--- src/common/rst_seq_defs.svh ---
// Constants for the reset sequencer: offsets, reset values, timings
`ifndef RST_SEQ_DEFS_SVH
`define RST_SEQ_DEFS_SVH

// Number of byte registers that take a reset value
`define NREG 57
// Register index per slot, slot 0 first (byte address is index times 4)
`define IDX_TAB {16'h0000, 16'h0002, 16'h0003, 16'h0004, 16'h0005, \
  16'h0006, 16'h0007, 16'h0008, 16'h0009, 16'h000a, 16'h000b, 16'h000c, \
  16'h000d, 16'h000e, 16'h000f, 16'h0018, 16'h0019, 16'h0016, 16'h0017, \
  16'h0014, 16'h0015, 16'h001a, 16'h001b, 16'h001c, 16'h001d, 16'h0027, \
  16'h0028, 16'h0029, 16'h002c, 16'h002d, 16'h002e, 16'h002f, 16'h0080, \
  16'h0081, 16'h0040, 16'h0041, 16'h0042, 16'h0043, 16'h0044, 16'h0045, \
  16'h0046, 16'h0047, 16'h0048, 16'h0049, 16'h004a, 16'h004c, 16'h004d, \
  16'h004e, 16'h0054, 16'h0082, 16'h006c, 16'h006d, 16'h006e, 16'h006f, \
  16'h0083, 16'hffc9, 16'h0084}
// Reset value per slot, same order
`define RST_TAB {8'h0c, {6{8'h00}}, {18{8'h00}}, {3{8'h00}}, 8'h18, \
  8'hff, 8'hff, 8'h00, 8'h80, 8'h80, {8{8'h00}}, {6{8'h00}}, 8'hff, \
  8'h33, 8'h60, 8'hff, 8'hff, 8'hff, 8'h00, 8'hff, 8'h04}
// Slots with special meaning
`define SLOT_CPU_MODE_A 7'd0
`define SLOT_PORT_BASE 7'd7
`define SLOT_FLASH_CTL 7'd54
`define SLOT_CODE_PROT 7'd55
`define SLOT_STATUS_PS 7'd56
`define SLOT_NONE 7'd127
// Read-only views of the sequencer itself
`define IDX_STAB_ONE 16'h0024
`define IDX_STAB_TWO 16'h0025
`define IDX_SEQ_STATUS 16'h0085
// Stabilisation timer preloads and prescale
`define STAB_ONE_PRESET 8'hff
`define STAB_TWO_PRESET 8'h01
`define PRESC_LAST 3'd7
// Start vector locations
`define VEC_HI_ADDR 16'hfffa
`define VEC_LO_ADDR 16'hfffb
// Pin directions during reset, 1 = output
`define DIR_ALL_OUT 8'hff
`define DIR_ALL_IN 8'h00
`define DIR_P3_RST 8'hf8
`define NPORT 9

`endif

--- src/common/rst_seq_pkg.sv ---
// Types shared by the reset sequencer and its stabilisation timer
`include "rst_seq_defs.svh"
package rst_seq_pkg;

  typedef enum logic [2:0] {
    ST_HOLD,
    ST_OSC_WAIT,
    ST_VEC_HI,
    ST_VEC_LO,
    ST_RUN
  } seq_state_e;

  typedef logic [7:0] byte_t;

  typedef struct packed {
    byte_t count;
  } timer_s;

  typedef struct packed {
    logic [1:0]               pin_sync;
    seq_state_e               state;
    logic                     strap;
    logic [2:0]               presc;
    byte_t [`NREG-1:0]        regs;
    logic [15:0]              pc;
    logic                     vec_req;
    logic [15:0]              vec_addr;
    logic                     phi_hold;
    logic                     core_run;
    byte_t [`NPORT-1:0]       pin_dir;
    logic                     pready;
    logic                     pslverr;
    logic [31:0]              prdata;
  } seq_s;

endpackage

--- src/rtl/stab_timer.sv ---
// Eight-bit down-counting stabilisation timer with reload latch
`timescale 1ns/1ps
module stab_timer
(
  // Clock and reset
  input  wire logic                 sys_clk_i,
  input  wire logic                 srst_i,
  // Control
  input  wire logic                 load_i,
  input  wire rst_seq_pkg::byte_t   preset_i,
  input  wire logic                 tick_i,
  // Status
  output rst_seq_pkg::byte_t        count_o,
  output logic                      underflow_o
);
  import rst_seq_pkg::*;

  timer_s s;
  timer_s next_s;

  // Underflow at the tick after reaching zero, so ratio is n+1
  assign underflow_o = tick_i && (s.count == 8'h00);
  assign count_o     = s.count;

  // Load wins over counting; underflow reloads the preset
  always_comb
  begin
    next_s = s;
    if (load_i || underflow_o)
      next_s.count = preset_i;
    else if (tick_i)
      next_s.count = s.count - 8'h01;
  end

  always_ff @(posedge sys_clk_i)
  begin
    if (srst_i)
      s <= '{count: `STAB_ONE_PRESET};
    else
      s <= next_s;
  end
endmodule

--- src/rtl/mcu_reset_sequencer.sv ---
// Reset sequencer: pin reset, clock settle wait, vector fetch, reset values
//
// What this block does
// - Start address fetched high byte, then low byte
// - Settle timers preloaded FF and 01 on restart
// - Core clock held high until timer two underflows
// - Strap selects output ports during reset, else inputs
// - CPU mode register A resets to 0c
// - Interrupt request and control registers reset clear
// - Port data and direction registers reset clear
// - Timer X, Y and 1/2/3 modes reset clear
// - Count source timers FF, their mode clear
// - Synthesizer control 60, multiply and divide FF
// - USB interrupt enables reset to FF and 33
// - Serial I/O control two resets to 18
// - Each UART RTS control resets to 80
// - Host buffer data, status, control reset clear
// - DMA mode, address and count registers reset clear
// - Processor status bit two set at reset
// - Flash-only registers; code protect resets to FF
//
// Our own choices: the placing of the registers and the APB register port.
`timescale 1ns/1ps
module mcu_reset_sequencer
#(
  parameter bit FLASH_VARIANT = 1'b1
)
(
  // Clock and reset
  input  wire logic                 sys_clk_i,
  input  wire logic                 srst_i,
  // Device pins
  input  wire logic                 reset_n_i,
  input  wire logic                 processor_mode_strap_i,
  output rst_seq_pkg::byte_t [8:0]  pin_dir_o,
  // Start vector fetch
  output logic                      vec_req_o,
  output logic [15:0]               vec_addr_o,
  input  wire rst_seq_pkg::byte_t   vec_data_i,
  input  wire logic                 vec_ack_i,
  // Core side
  output logic [15:0]               pc_o,
  output logic                      phi_hold_o,
  output logic                      core_run_o,
  // APB slave
  input  wire logic                 psel_i,
  input  wire logic                 penable_i,
  input  wire logic                 pwrite_i,
  input  wire logic [17:0]          paddr_i,
  input  wire logic [31:0]          pwdata_i,
  output logic [31:0]               prdata_o,
  output logic                      pready_o,
  output logic                      pslverr_o
);
  import rst_seq_pkg::*;

  localparam logic [`NREG*16-1:0] IDX_TABLE = `IDX_TAB;
  localparam logic [`NREG*8-1:0]  RST_TABLE = `RST_TAB;

  seq_s s;
  seq_s next_s;

  logic   in_rst;
  logic   t1_tick;
  logic   t1_uf;
  logic   t2_uf;
  byte_t  t1_cnt;
  byte_t  t2_cnt;
  logic   acc_phase;
  logic   done_wr;
  logic [6:0]  slot;
  logic [15:0] idx;

  // Slot that holds a register index, SLOT_NONE when unmapped
  function automatic logic [6:0] find_slot(input logic [15:0] ix);
    logic [6:0] r;
    r = `SLOT_NONE;
    for (int i = 0; i < `NREG; i++)
      if (IDX_TABLE[(`NREG-1-i)*16 +: 16] == ix)
        r = 7'(i);
    // Flash-only registers vanish in the mask variant
    if (!FLASH_VARIANT &&
        (r == `SLOT_FLASH_CTL || r == `SLOT_CODE_PROT))
      r = `SLOT_NONE;
    return r;
  endfunction

  // Documented reset value of one slot
  function automatic byte_t rst_val(input int i);
    return RST_TABLE[(`NREG-1-i)*8 +: 8];
  endfunction

  // Whole reset picture in slot order; the table runs slot 0 first
  function automatic logic [`NREG*8-1:0] rst_image();
    logic [`NREG*8-1:0] img;
    for (int i = 0; i < `NREG; i++)
      img[i*8 +: 8] = rst_val(i);
    return img;
  endfunction

  // Internal reset follows the synchronised pin, low active
  // The pin must stay low twenty phi cycles for a clean load
  assign in_rst = s.pin_sync[1] == 1'b0;

  // Timer one counts phi/8, timer two counts timer one underflows
  assign t1_tick = (s.state == ST_OSC_WAIT) && (s.presc == `PRESC_LAST);

  // Stabilisation timer one, preset FF while in reset
  stab_timer u_stab_one
  (
    .sys_clk_i   (sys_clk_i),
    .srst_i      (srst_i),
    .load_i      (in_rst),
    .preset_i    (`STAB_ONE_PRESET),
    .tick_i      (t1_tick),
    .count_o     (t1_cnt),
    .underflow_o (t1_uf)
  );

  // Stabilisation timer two, preset 01 while in reset
  stab_timer u_stab_two
  (
    .sys_clk_i   (sys_clk_i),
    .srst_i      (srst_i),
    .load_i      (in_rst),
    .preset_i    (`STAB_TWO_PRESET),
    .tick_i      (t1_uf),
    .count_o     (t2_cnt),
    .underflow_o (t2_uf)
  );

  // APB decode; one wait state keeps all answers registered
  assign acc_phase = psel_i && penable_i && !s.pready;
  assign idx       = paddr_i[17:2];
  assign slot      = find_slot(idx);
  assign done_wr   = psel_i && penable_i && s.pready && pwrite_i &&
                     !s.pslverr;

  // Next state of the whole sequencer
  always_comb
  begin
    next_s = s;
    // Two-flop synchroniser for the reset pin
    next_s.pin_sync = {s.pin_sync[0], reset_n_i};
    next_s.pready   = acc_phase;
    next_s.pslverr  = 1'b0;
    next_s.prdata   = 32'h0000_0000;

    // Bus answer; writes only once the core runs
    if (acc_phase)
    begin
      if (paddr_i[1:0] != 2'b00)
        next_s.pslverr = 1'b1;
      else if (idx == `IDX_STAB_ONE || idx == `IDX_STAB_TWO ||
               idx == `IDX_SEQ_STATUS)
      begin
        next_s.pslverr = pwrite_i;
        if (idx == `IDX_STAB_ONE)
          next_s.prdata = {24'h00_0000, t1_cnt};
        else if (idx == `IDX_STAB_TWO)
          next_s.prdata = {24'h00_0000, t2_cnt};
        else
          next_s.prdata = {24'h00_0000, s.core_run, s.phi_hold,
                           s.strap, 2'b00, s.state};
      end
      else if (slot == `SLOT_NONE)
        next_s.pslverr = 1'b1;
      else
      begin
        next_s.pslverr = pwrite_i &&
                         (s.state != ST_RUN || slot == `SLOT_STATUS_PS);
        next_s.prdata  = {24'h00_0000, s.regs[slot]};
      end
    end
    if (done_wr && slot != `SLOT_NONE)
      next_s.regs[slot] = pwdata_i[7:0];

    // Sequence control
    unique case (s.state)
      ST_HOLD:
      begin
        next_s.strap = processor_mode_strap_i;
        if (!in_rst)
          next_s.state = ST_OSC_WAIT;
      end
      ST_OSC_WAIT:
      begin
        next_s.presc = s.presc + 3'd1;
        // Only timer two underflow lets phi reach the core
        if (t2_uf)
        begin
          next_s.state    = ST_VEC_HI;
          next_s.phi_hold = 1'b0;
          next_s.vec_req  = 1'b1;
          next_s.vec_addr = `VEC_HI_ADDR;
        end
      end
      ST_VEC_HI:
        if (vec_ack_i)
        begin
          // High-order byte of the start address
          next_s.pc[15:8] = vec_data_i;
          next_s.vec_addr = `VEC_LO_ADDR;
          next_s.state    = ST_VEC_LO;
        end
      ST_VEC_LO:
        if (vec_ack_i)
        begin
          // Low-order byte, then the core starts there
          next_s.pc[7:0]  = vec_data_i;
          next_s.vec_req  = 1'b0;
          next_s.core_run = 1'b1;
          next_s.state    = ST_RUN;
        end
      ST_RUN:
        next_s.state = ST_RUN;
    endcase

    // Pin directions: strap pattern until the core runs
    for (int p = 0; p < `NPORT; p++)
      next_s.pin_dir[p] = s.regs[int'(`SLOT_PORT_BASE) + 2*p + 1];
    if (s.state != ST_RUN)
    begin
      for (int p = 0; p < `NPORT; p++)
        next_s.pin_dir[p] = `DIR_ALL_IN;
      if (s.strap)
      begin
        next_s.pin_dir[0] = `DIR_ALL_OUT;
        next_s.pin_dir[1] = `DIR_ALL_OUT;
        next_s.pin_dir[3] = `DIR_P3_RST;
      end
    end

    // Reset pin low: restart state, prescaler, clock hold and fetch (pc keeps its value), load reset values
    if (in_rst)
    begin
      next_s.state    = ST_HOLD;
      next_s.presc    = 3'd0;
      next_s.phi_hold = 1'b1;
      next_s.core_run = 1'b0;
      next_s.vec_req  = 1'b0;
      next_s.vec_addr = `VEC_HI_ADDR;
      // Table holds all listed values
      // Further listed values
      // Status bit two and flash values
      next_s.regs     = rst_image();
      // Strap follows the pin for the whole reset, never stale
      next_s.strap    = processor_mode_strap_i;
    end
  end

  // Single state register; srst forces the pin-held-low picture
  always_ff @(posedge sys_clk_i)
  begin
    if (srst_i)
    begin
      s          <= '0;
      s.state    <= ST_HOLD;
      s.phi_hold <= 1'b1;
      s.vec_addr <= `VEC_HI_ADDR;
      s.regs     <= rst_image();
    end
    else
      s <= next_s;
  end

  // Outputs straight from the state register
  assign pin_dir_o  = s.pin_dir;
  assign vec_req_o  = s.vec_req;
  assign vec_addr_o = s.vec_addr;
  assign pc_o       = s.pc;
  assign phi_hold_o = s.phi_hold;
  assign core_run_o = s.core_run;
  assign prdata_o   = s.prdata;
  assign pready_o   = s.pready;
  assign pslverr_o  = s.pslverr;
endmodule

--- config.mk ---
export PLATFORM = sky130hd
export DESIGN_NAME = mcu_reset_sequencer
export DESIGN_NICKNAME = d
export VERILOG_FILES = /design/src/common/rst_seq_pkg.sv /design/src/rtl/stab_timer.sv /design/src/rtl/mcu_reset_sequencer.sv
export VERILOG_INCLUDE_DIRS = /design/src /design/src/common
export SDC_FILE = /design/constraint.sdc
export NUM_CORES = 2
export LEC_CHECK = 0
export BUFFER_PORTS_ARGS = -buffer_cell sky130_fd_sc_hd__buf_4
export CORE_MARGIN = 3
export CORE_UTILIZATION = 45
export DETAILED_ROUTE_END_ITERATION = 12
export GPL_ROUTABILITY_DRIVEN = 0
export PLACE_DENSITY = 0.7
export SLEW_MARGIN = 40
export SYNTH_ARGS = -nofsm -noshare
export SYNTH_HDL_FRONTEND = slang
export SYNTH_SLANG_ARGS = --single-unit
export TNS_END_PERCENT = 20
--- constraint.sdc ---
create_clock -name sys_clk_i -period 5.8 [get_ports sys_clk_i]
set_input_delay 0.58 -clock sys_clk_i [delete_from_list [all_inputs] [get_ports sys_clk_i]]
set_output_delay 0.58 -clock sys_clk_i [all_outputs]
set_load 0.005 [all_outputs]
Word-level counts from Yosys, hierarchy flattened --
Cells that the tools add are included.
Word-level totals: bits in registers 622, bits of input ports 66, output and inout port bits 141, word-level logic and storage cells 285
Cells by class: add/subtract/negate cells 3, magnitude comparators 2, equality and inequality tests 72, multiplexer cells 86, bitwise logic cells 2, reductions and logical operators 38
Operator list (count):
- $mux 460 | 1
- $bwmux 456 | 1
- $mux 456 | 1
- $mux 7 | 57
- $eq 7x16->1 const A | 19
- $eq 5x16->1 const A | 10
- $eq 4x16->1 const A | 8
- $eq 6x16->1 const A | 7
- $eq 8x16->1 const A | 5
- $eq 3x16->1 const A | 4
- $mux 8 | 8
- $bmux 8 s6 | 1
- $demux 8 s6 | 1
- $mux 33 | 1
- $eq 16x6->1 const B | 2
- $eq 2x16->1 const A | 2
- $mux 16 | 2
- $mux 32 | 1
- $pmux 16 s2 | 1
- $mux 18 | 1
- $eq 16x16->1 const A | 1
- $eq 16x8->1 const B | 1
- $logic_not 16->1 | 1
- $logic_not 8->1 | 2
- 27 further kinds | 65

Depth between registers and ports, before layout --
depth after elaboration 65, depth in mapped cells 17, depth with buffers taken out 11

By module --
Synthesis repeated with hierarchy kept, for this count alone.
Unflattened totals: cell total of the unflattened synthesis 3427, area, all modules 26410.3 um2
Modules (own cells, without submodules):
- mcu_reset_sequencer | instances 1, cells each 3325, area an instance 25444.4 um2, seq. area each 11370.9 um2
- stab_timer | instances 2, cells each 51, area an instance 483.0 um2, seq. area each 160.2 um2

Worst setup path after synthesis --
Ideal clock, no wire load.
path kind in2reg, from input paddr_i[9], to register s (netlist bit prdata_o[0]), library setup time 0.116 ns, arrival time 3.471 ns, required time 5.684 ns, path slack 2.212 ns, stages on the path 15, buffers on the path 6, path through buf_6 -> or4b_1 -> buf_2 -> or3_4 -> a31o_2 -> nand4_2 -> o2111ai_4 -> and2_1 -> buf_6 -> buf_6 -> buf_6 -> buf_6 -> o221ai_2 -> o211ai_1 -> a41o_1
On the way: word-level cells in the longest chain between the ends 62, elaborated cells on any way between the ends 126, classes of those cells eq/ne (60); mux (63); reduce/logical (3)
Ends and longest elaborated chain:
- start: declaration | RTL line mcu_reset_sequencer.sv:49 | input wire logic [17:0] paddr_i,
- $logic_not 16->1 | RTL line mcu_reset_sequencer.sv:79 | if (IDX_TABLE[(`NREG-1-i)*16 +: 16] == ix)
- $mux 7 (57 in series) | RTL line mcu_reset_sequencer.sv:79
- $bmux 8 s6 | RTL line mcu_reset_sequencer.sv:172 | next_s.prdata = {24'h00_0000, s.regs[slot]};
- $mux 8 (not written as such) | RTL line mcu_reset_sequencer.sv:172
- $mux 8 | RTL line mcu_reset_sequencer.sv:166 | else if (slot == `SLOT_NONE)
- $mux 33 * | RTL line mcu_reset_sequencer.sv:154 | else if (idx == `IDX_STAB_ONE || idx == `IDX_STAB_TWO ||
- end signal: assignment | RTL line mcu_reset_sequencer.sv:264 | s <= next_s;
- end: declaration | RTL line mcu_reset_sequencer.sv:60 | seq_s s;
Mark *: on every way between the ends. The rest lies on a longest branch, timed or not. The select of a mux whose other input is x is not followed. A chain may end at the register's enable or synchronous reset.

Worst setup path in the final report --
from input paddr_i[8], to register s (netlist bit prdata_o[7])
Same word-level chain as after synthesis.

==> results.py <==
metrics = {
    "synthesis": {
        "yosys_most_used_dff": "dfxtp_1",
        "yosys_warnings": 0,
        "synthDistinctLibCells": 93,
        "synth_area_um2": 26200,
        "synth_seq_cells": 584,
        "seq_area_frac_synth_pct": 44.7,
        "syn_avg_cell_area_um2": 7.67,
        "synth_async_sr_flop_share_pct": 0,
        "synth_edf_count": 0,
        "netlist_instances": 3412,
    },
    "min_path": {
        "hold_class": "input pin to register",
    },
    "power": {
        "power_frac_clock_pct": 47.9,
        "p_int_mw": 6.40,
        "p_leak_nw": 10.5,
        "peakVddDrop_mv": 0.203,
        "power.density_nw_per_um2": 280,
        "pwr-share-comb_pct": 3.3,
        "switching_power_mw": 1.86,
        "swShare_pct": 22.5,
        "seqPwrFrac_pct": 48.8,
    },
    "final_layout": {
        "layout_common_cells": "nand2_1, dfxtp_1, a21oi_1",
        "layout.nets": 3489,
        "area_growth_pct": 12.6,
        "final_common_cell": "nand2_1",
        "fill_cells": 5541,
        "utilization_pct": 51.8,
        "drive_gt1_share_pct": 12.5,
    },
    "sta": {
        "clock_skew_ps": 30.5,
        "max_clock_freq_mhz": 225,
        "slew_violations": 0,
        "min_period_ps": 4430,
        "tns_ps": 0,
        "hold_violations": 0,
        "relSlewSlack_pct": 38.0,
        "setup_viol": 0,
        "grt_setup_unrepaired": "false",
        "finalWorstSetupSlack_ps": 1370,
        "finalCritPeriodShare_pct": 76.5,
        "tightest_slew_ps": 922,
    },
    "global_route": {
        "first_global_vias": 22663,
        "grt_pass1_wl_mm": 139,
        "grt.overflow.total": 0,
        "grt_max_degree": 134,
        "track_usage_pct": 29.7,
        "antenna_found_initial": 1,
    },
    "floorplanning": {
        "rows": 87,
        "die_w_um": 247,
        "io_pins": 207,
        "core-area_um2": 56900,
        "die_y_um": 247,
        "die-area_um2": 61100,
        "start_util_pct": 46.0,
    },
    "clock_tree": {
        "htreeDepth": 2,
        "numCtsBuffers": 59,
        "root_buffer": "clkbuf_16",
        "cts.repair.resized": 0,
        "worstSkewPairLatency_ps": 640,
        "cts_setup_buffers": 0,
        "clockBufferDepth": 3,
        "cts_hold_buf": 0,
        "cts.sinks": 584,
        "cts_tree": "yes",
        "cts.clk_slew.worst_paths_ps": 60,
    },
    "drt": {
        "final_antenna_net_count": 0,
        "detail_route.iter0.violations": 3383,
        "routedWlPerCell_um": 22.2,
        "first_pass_iters": 8,
        "routed_wl_mm": 93.8,
        "drc_errors": 0,
        "vias": 25073,
        "vias_per_cell": 5.94,
    },
    "job": {
        "drv_cap": 0,
    },
    "worst_setup_path": {
        "critPathKind": "input pin to register",
        "worst_ep_required_time_ps": 6290,
        "endpoint_kind": "register",
        "crit_arrival_ps": 4930,
        "start_kind": "input pin",
        "cp_max_fo": 25,
    },
    "place": {
        "io_buffers": 157,
        "preCtsSetupSlack_ps": 1060,
        "hpwl_mm": 61.5,
    },
    "run_status": {
        "status": "finished, final reports clean",
    },
}
==> worst paths after layout <==
| kind | from | to | slack, ps | cells past startpoint |
|---|---|---|---|---|
| worst max-delay path | paddr_i[8] | prdata_o[7] | 1370 | 13 |
| worst min-delay path | reset_n_i | next_s[605] | 170 | 2 |
| worst max register to register | s[601] | u_stab_two.count_o[6] | 2270 | 10 |
| worst min register to register | next_s[605] | s[605] | 450 | 1 |
==> power by group through the flow <==
| stage | sequential [mW] | clock (mW) | combinational (mW) |
|---|---|---|---|
| after detailed placement | 4.12 | 0 | 0.263 |
| after floorplan | 4.12 | 0 | 0.171 |
| after CTS | 4.03 | 4.00 | 0.264 |
| after global routing | 4.03 | 4.15 | 0.285 |
| final | 4.03 | 3.96 | 0.275 |
| after global placement | 4.12 | 0 | 0.257 |
==> cell type report <==
class / instances / area (µm²) / share of cell area [%]
Inverter: 10 / 37.5 / 0.127
Timing Repair Buffer: 264 / 2120 / 7.20
Tap cell: 756 / 946 / 3.21
Antenna cell: 1 / 2.50 / 0.00849
Sequential cell: 584 / 11700 / 39.6
Multi-Input combinational cell: 2499 / 12700 / 43.0
Clock buffer: 86 / 1710 / 5.79
Clock inverter: 22 / 297 / 1.01
==> state kept, by name, summed over array words and instances (netlist names) <==
name,count
s,464
u_stab_one.count_o,8
next_s,1
pc_o,16
pready_o,1
pin_dir_o,72
prdata_o,8
u_stab_two.count_o,8
core_run_o,1
vec_addr_o,2
vec_req_o,1
phi_hold_o,1
pslverr_o,1
==> cells by family (layout without fill, tap and decap cells) <==
| logic type | count (synthesis) | count (layout) | synth area share (%) |
|---|---|---|---|
| compound gates | 698 | 698 | 16.5 |
| xor+xnor | 18 | 18 | 0.602 |
| fa+ha+maj | 5 | 5 | 0.239 |
| buf+inv | 353 | 382 | 7.64 |
| flops | 584 | 584 | 44.7 |
| mux | 71 | 71 | 2.76 |
| other cells | 1 | 26 | 0.0143 |
| simple gates | 1682 | 1682 | 27.6 |
==> layer usage <==
| metal | up-vias | global-route usage [%] | part of all wire (%) |
|---|---|---|---|
| met1 | 11694 | 38.6 | 38 |
| met2 | 1557 | 44.6 | 43 |
| met5 | - | 0.327 | 0.037 |
| met4 | 4 | 18.2 | 6.9 |
| li1 | 11447 | - | - |
| met3 | 371 | 6.95 | 12 |
==> through the flow <==
| stage | std cells | power (mW) | hold slack, ps | cell area (µm²) |
|---|---|---|---|---|
| detailed placement | 4112 | 4.38 | 436 | 27500 |
| CTS | 4220 | 8.29 | 145 | 29500 |
| global route | 4221 | 8.46 | 166 | 29500 |
| global placement | 4108 | 4.38 | 435 | 27300 |
| floorplan | 3436 | 4.29 | 414 | 26300 |
| finish | 4222 | 8.26 | 169 | 29500 |
==> critical path, cell delays in order <==
cell	delay, ps
buf_4	250
or4b_1	330
o32ai_2	180
or3_1	400
o41ai_4	510
buf_4	310
nand2_1	290
nor2_1	780
a2bb2oi_1	150
and3_1	230
a221oi_1	540
or4_1	290
o21ai_1	80
==> cells in the mapped netlist, types with 7 or more instances <==
cell      count  area, µm²
nand2_1    1130       4240
dfxtp_1     584      11700
a21oi_1     402       2010
nor2_1      200        751
buf_4       144       1080
clkbuf_1    141        529
nand3_1     112        561
mux2i_1      62        621
o22ai_1      58        363
and2_1       57        357
o21ai_0      37        185
o221ai_1     37        324
buf_2        35        175
nor3_1       34        170
nor4_1       19        119
o211ai_1     19        143
or3_1        17        106
a31oi_1      16        100
nand2b_1     13       81.3
buf_6        12        135
buf_1        11       41.3
inv_1        10       37.5
nand4_1      10       62.6
nor2_2       10       62.6
o31ai_1      10       75.1
xnor2_1      10       87.6
a32oi_1       9       78.8
mux2_2        9        101
or4_1         9       67.6
a22oi_1       8       60.1
o22a_1        8       70.1
xor2_1        8       70.1
a211oi_1      7       52.6
and3_1        7       43.8
nand4b_1      7       61.3
nor2_4        7       78.8
nor2b_1       7       43.8
o21bai_1      7       52.6
or2_2         7       43.8
(Power assumes the default switching activity.)
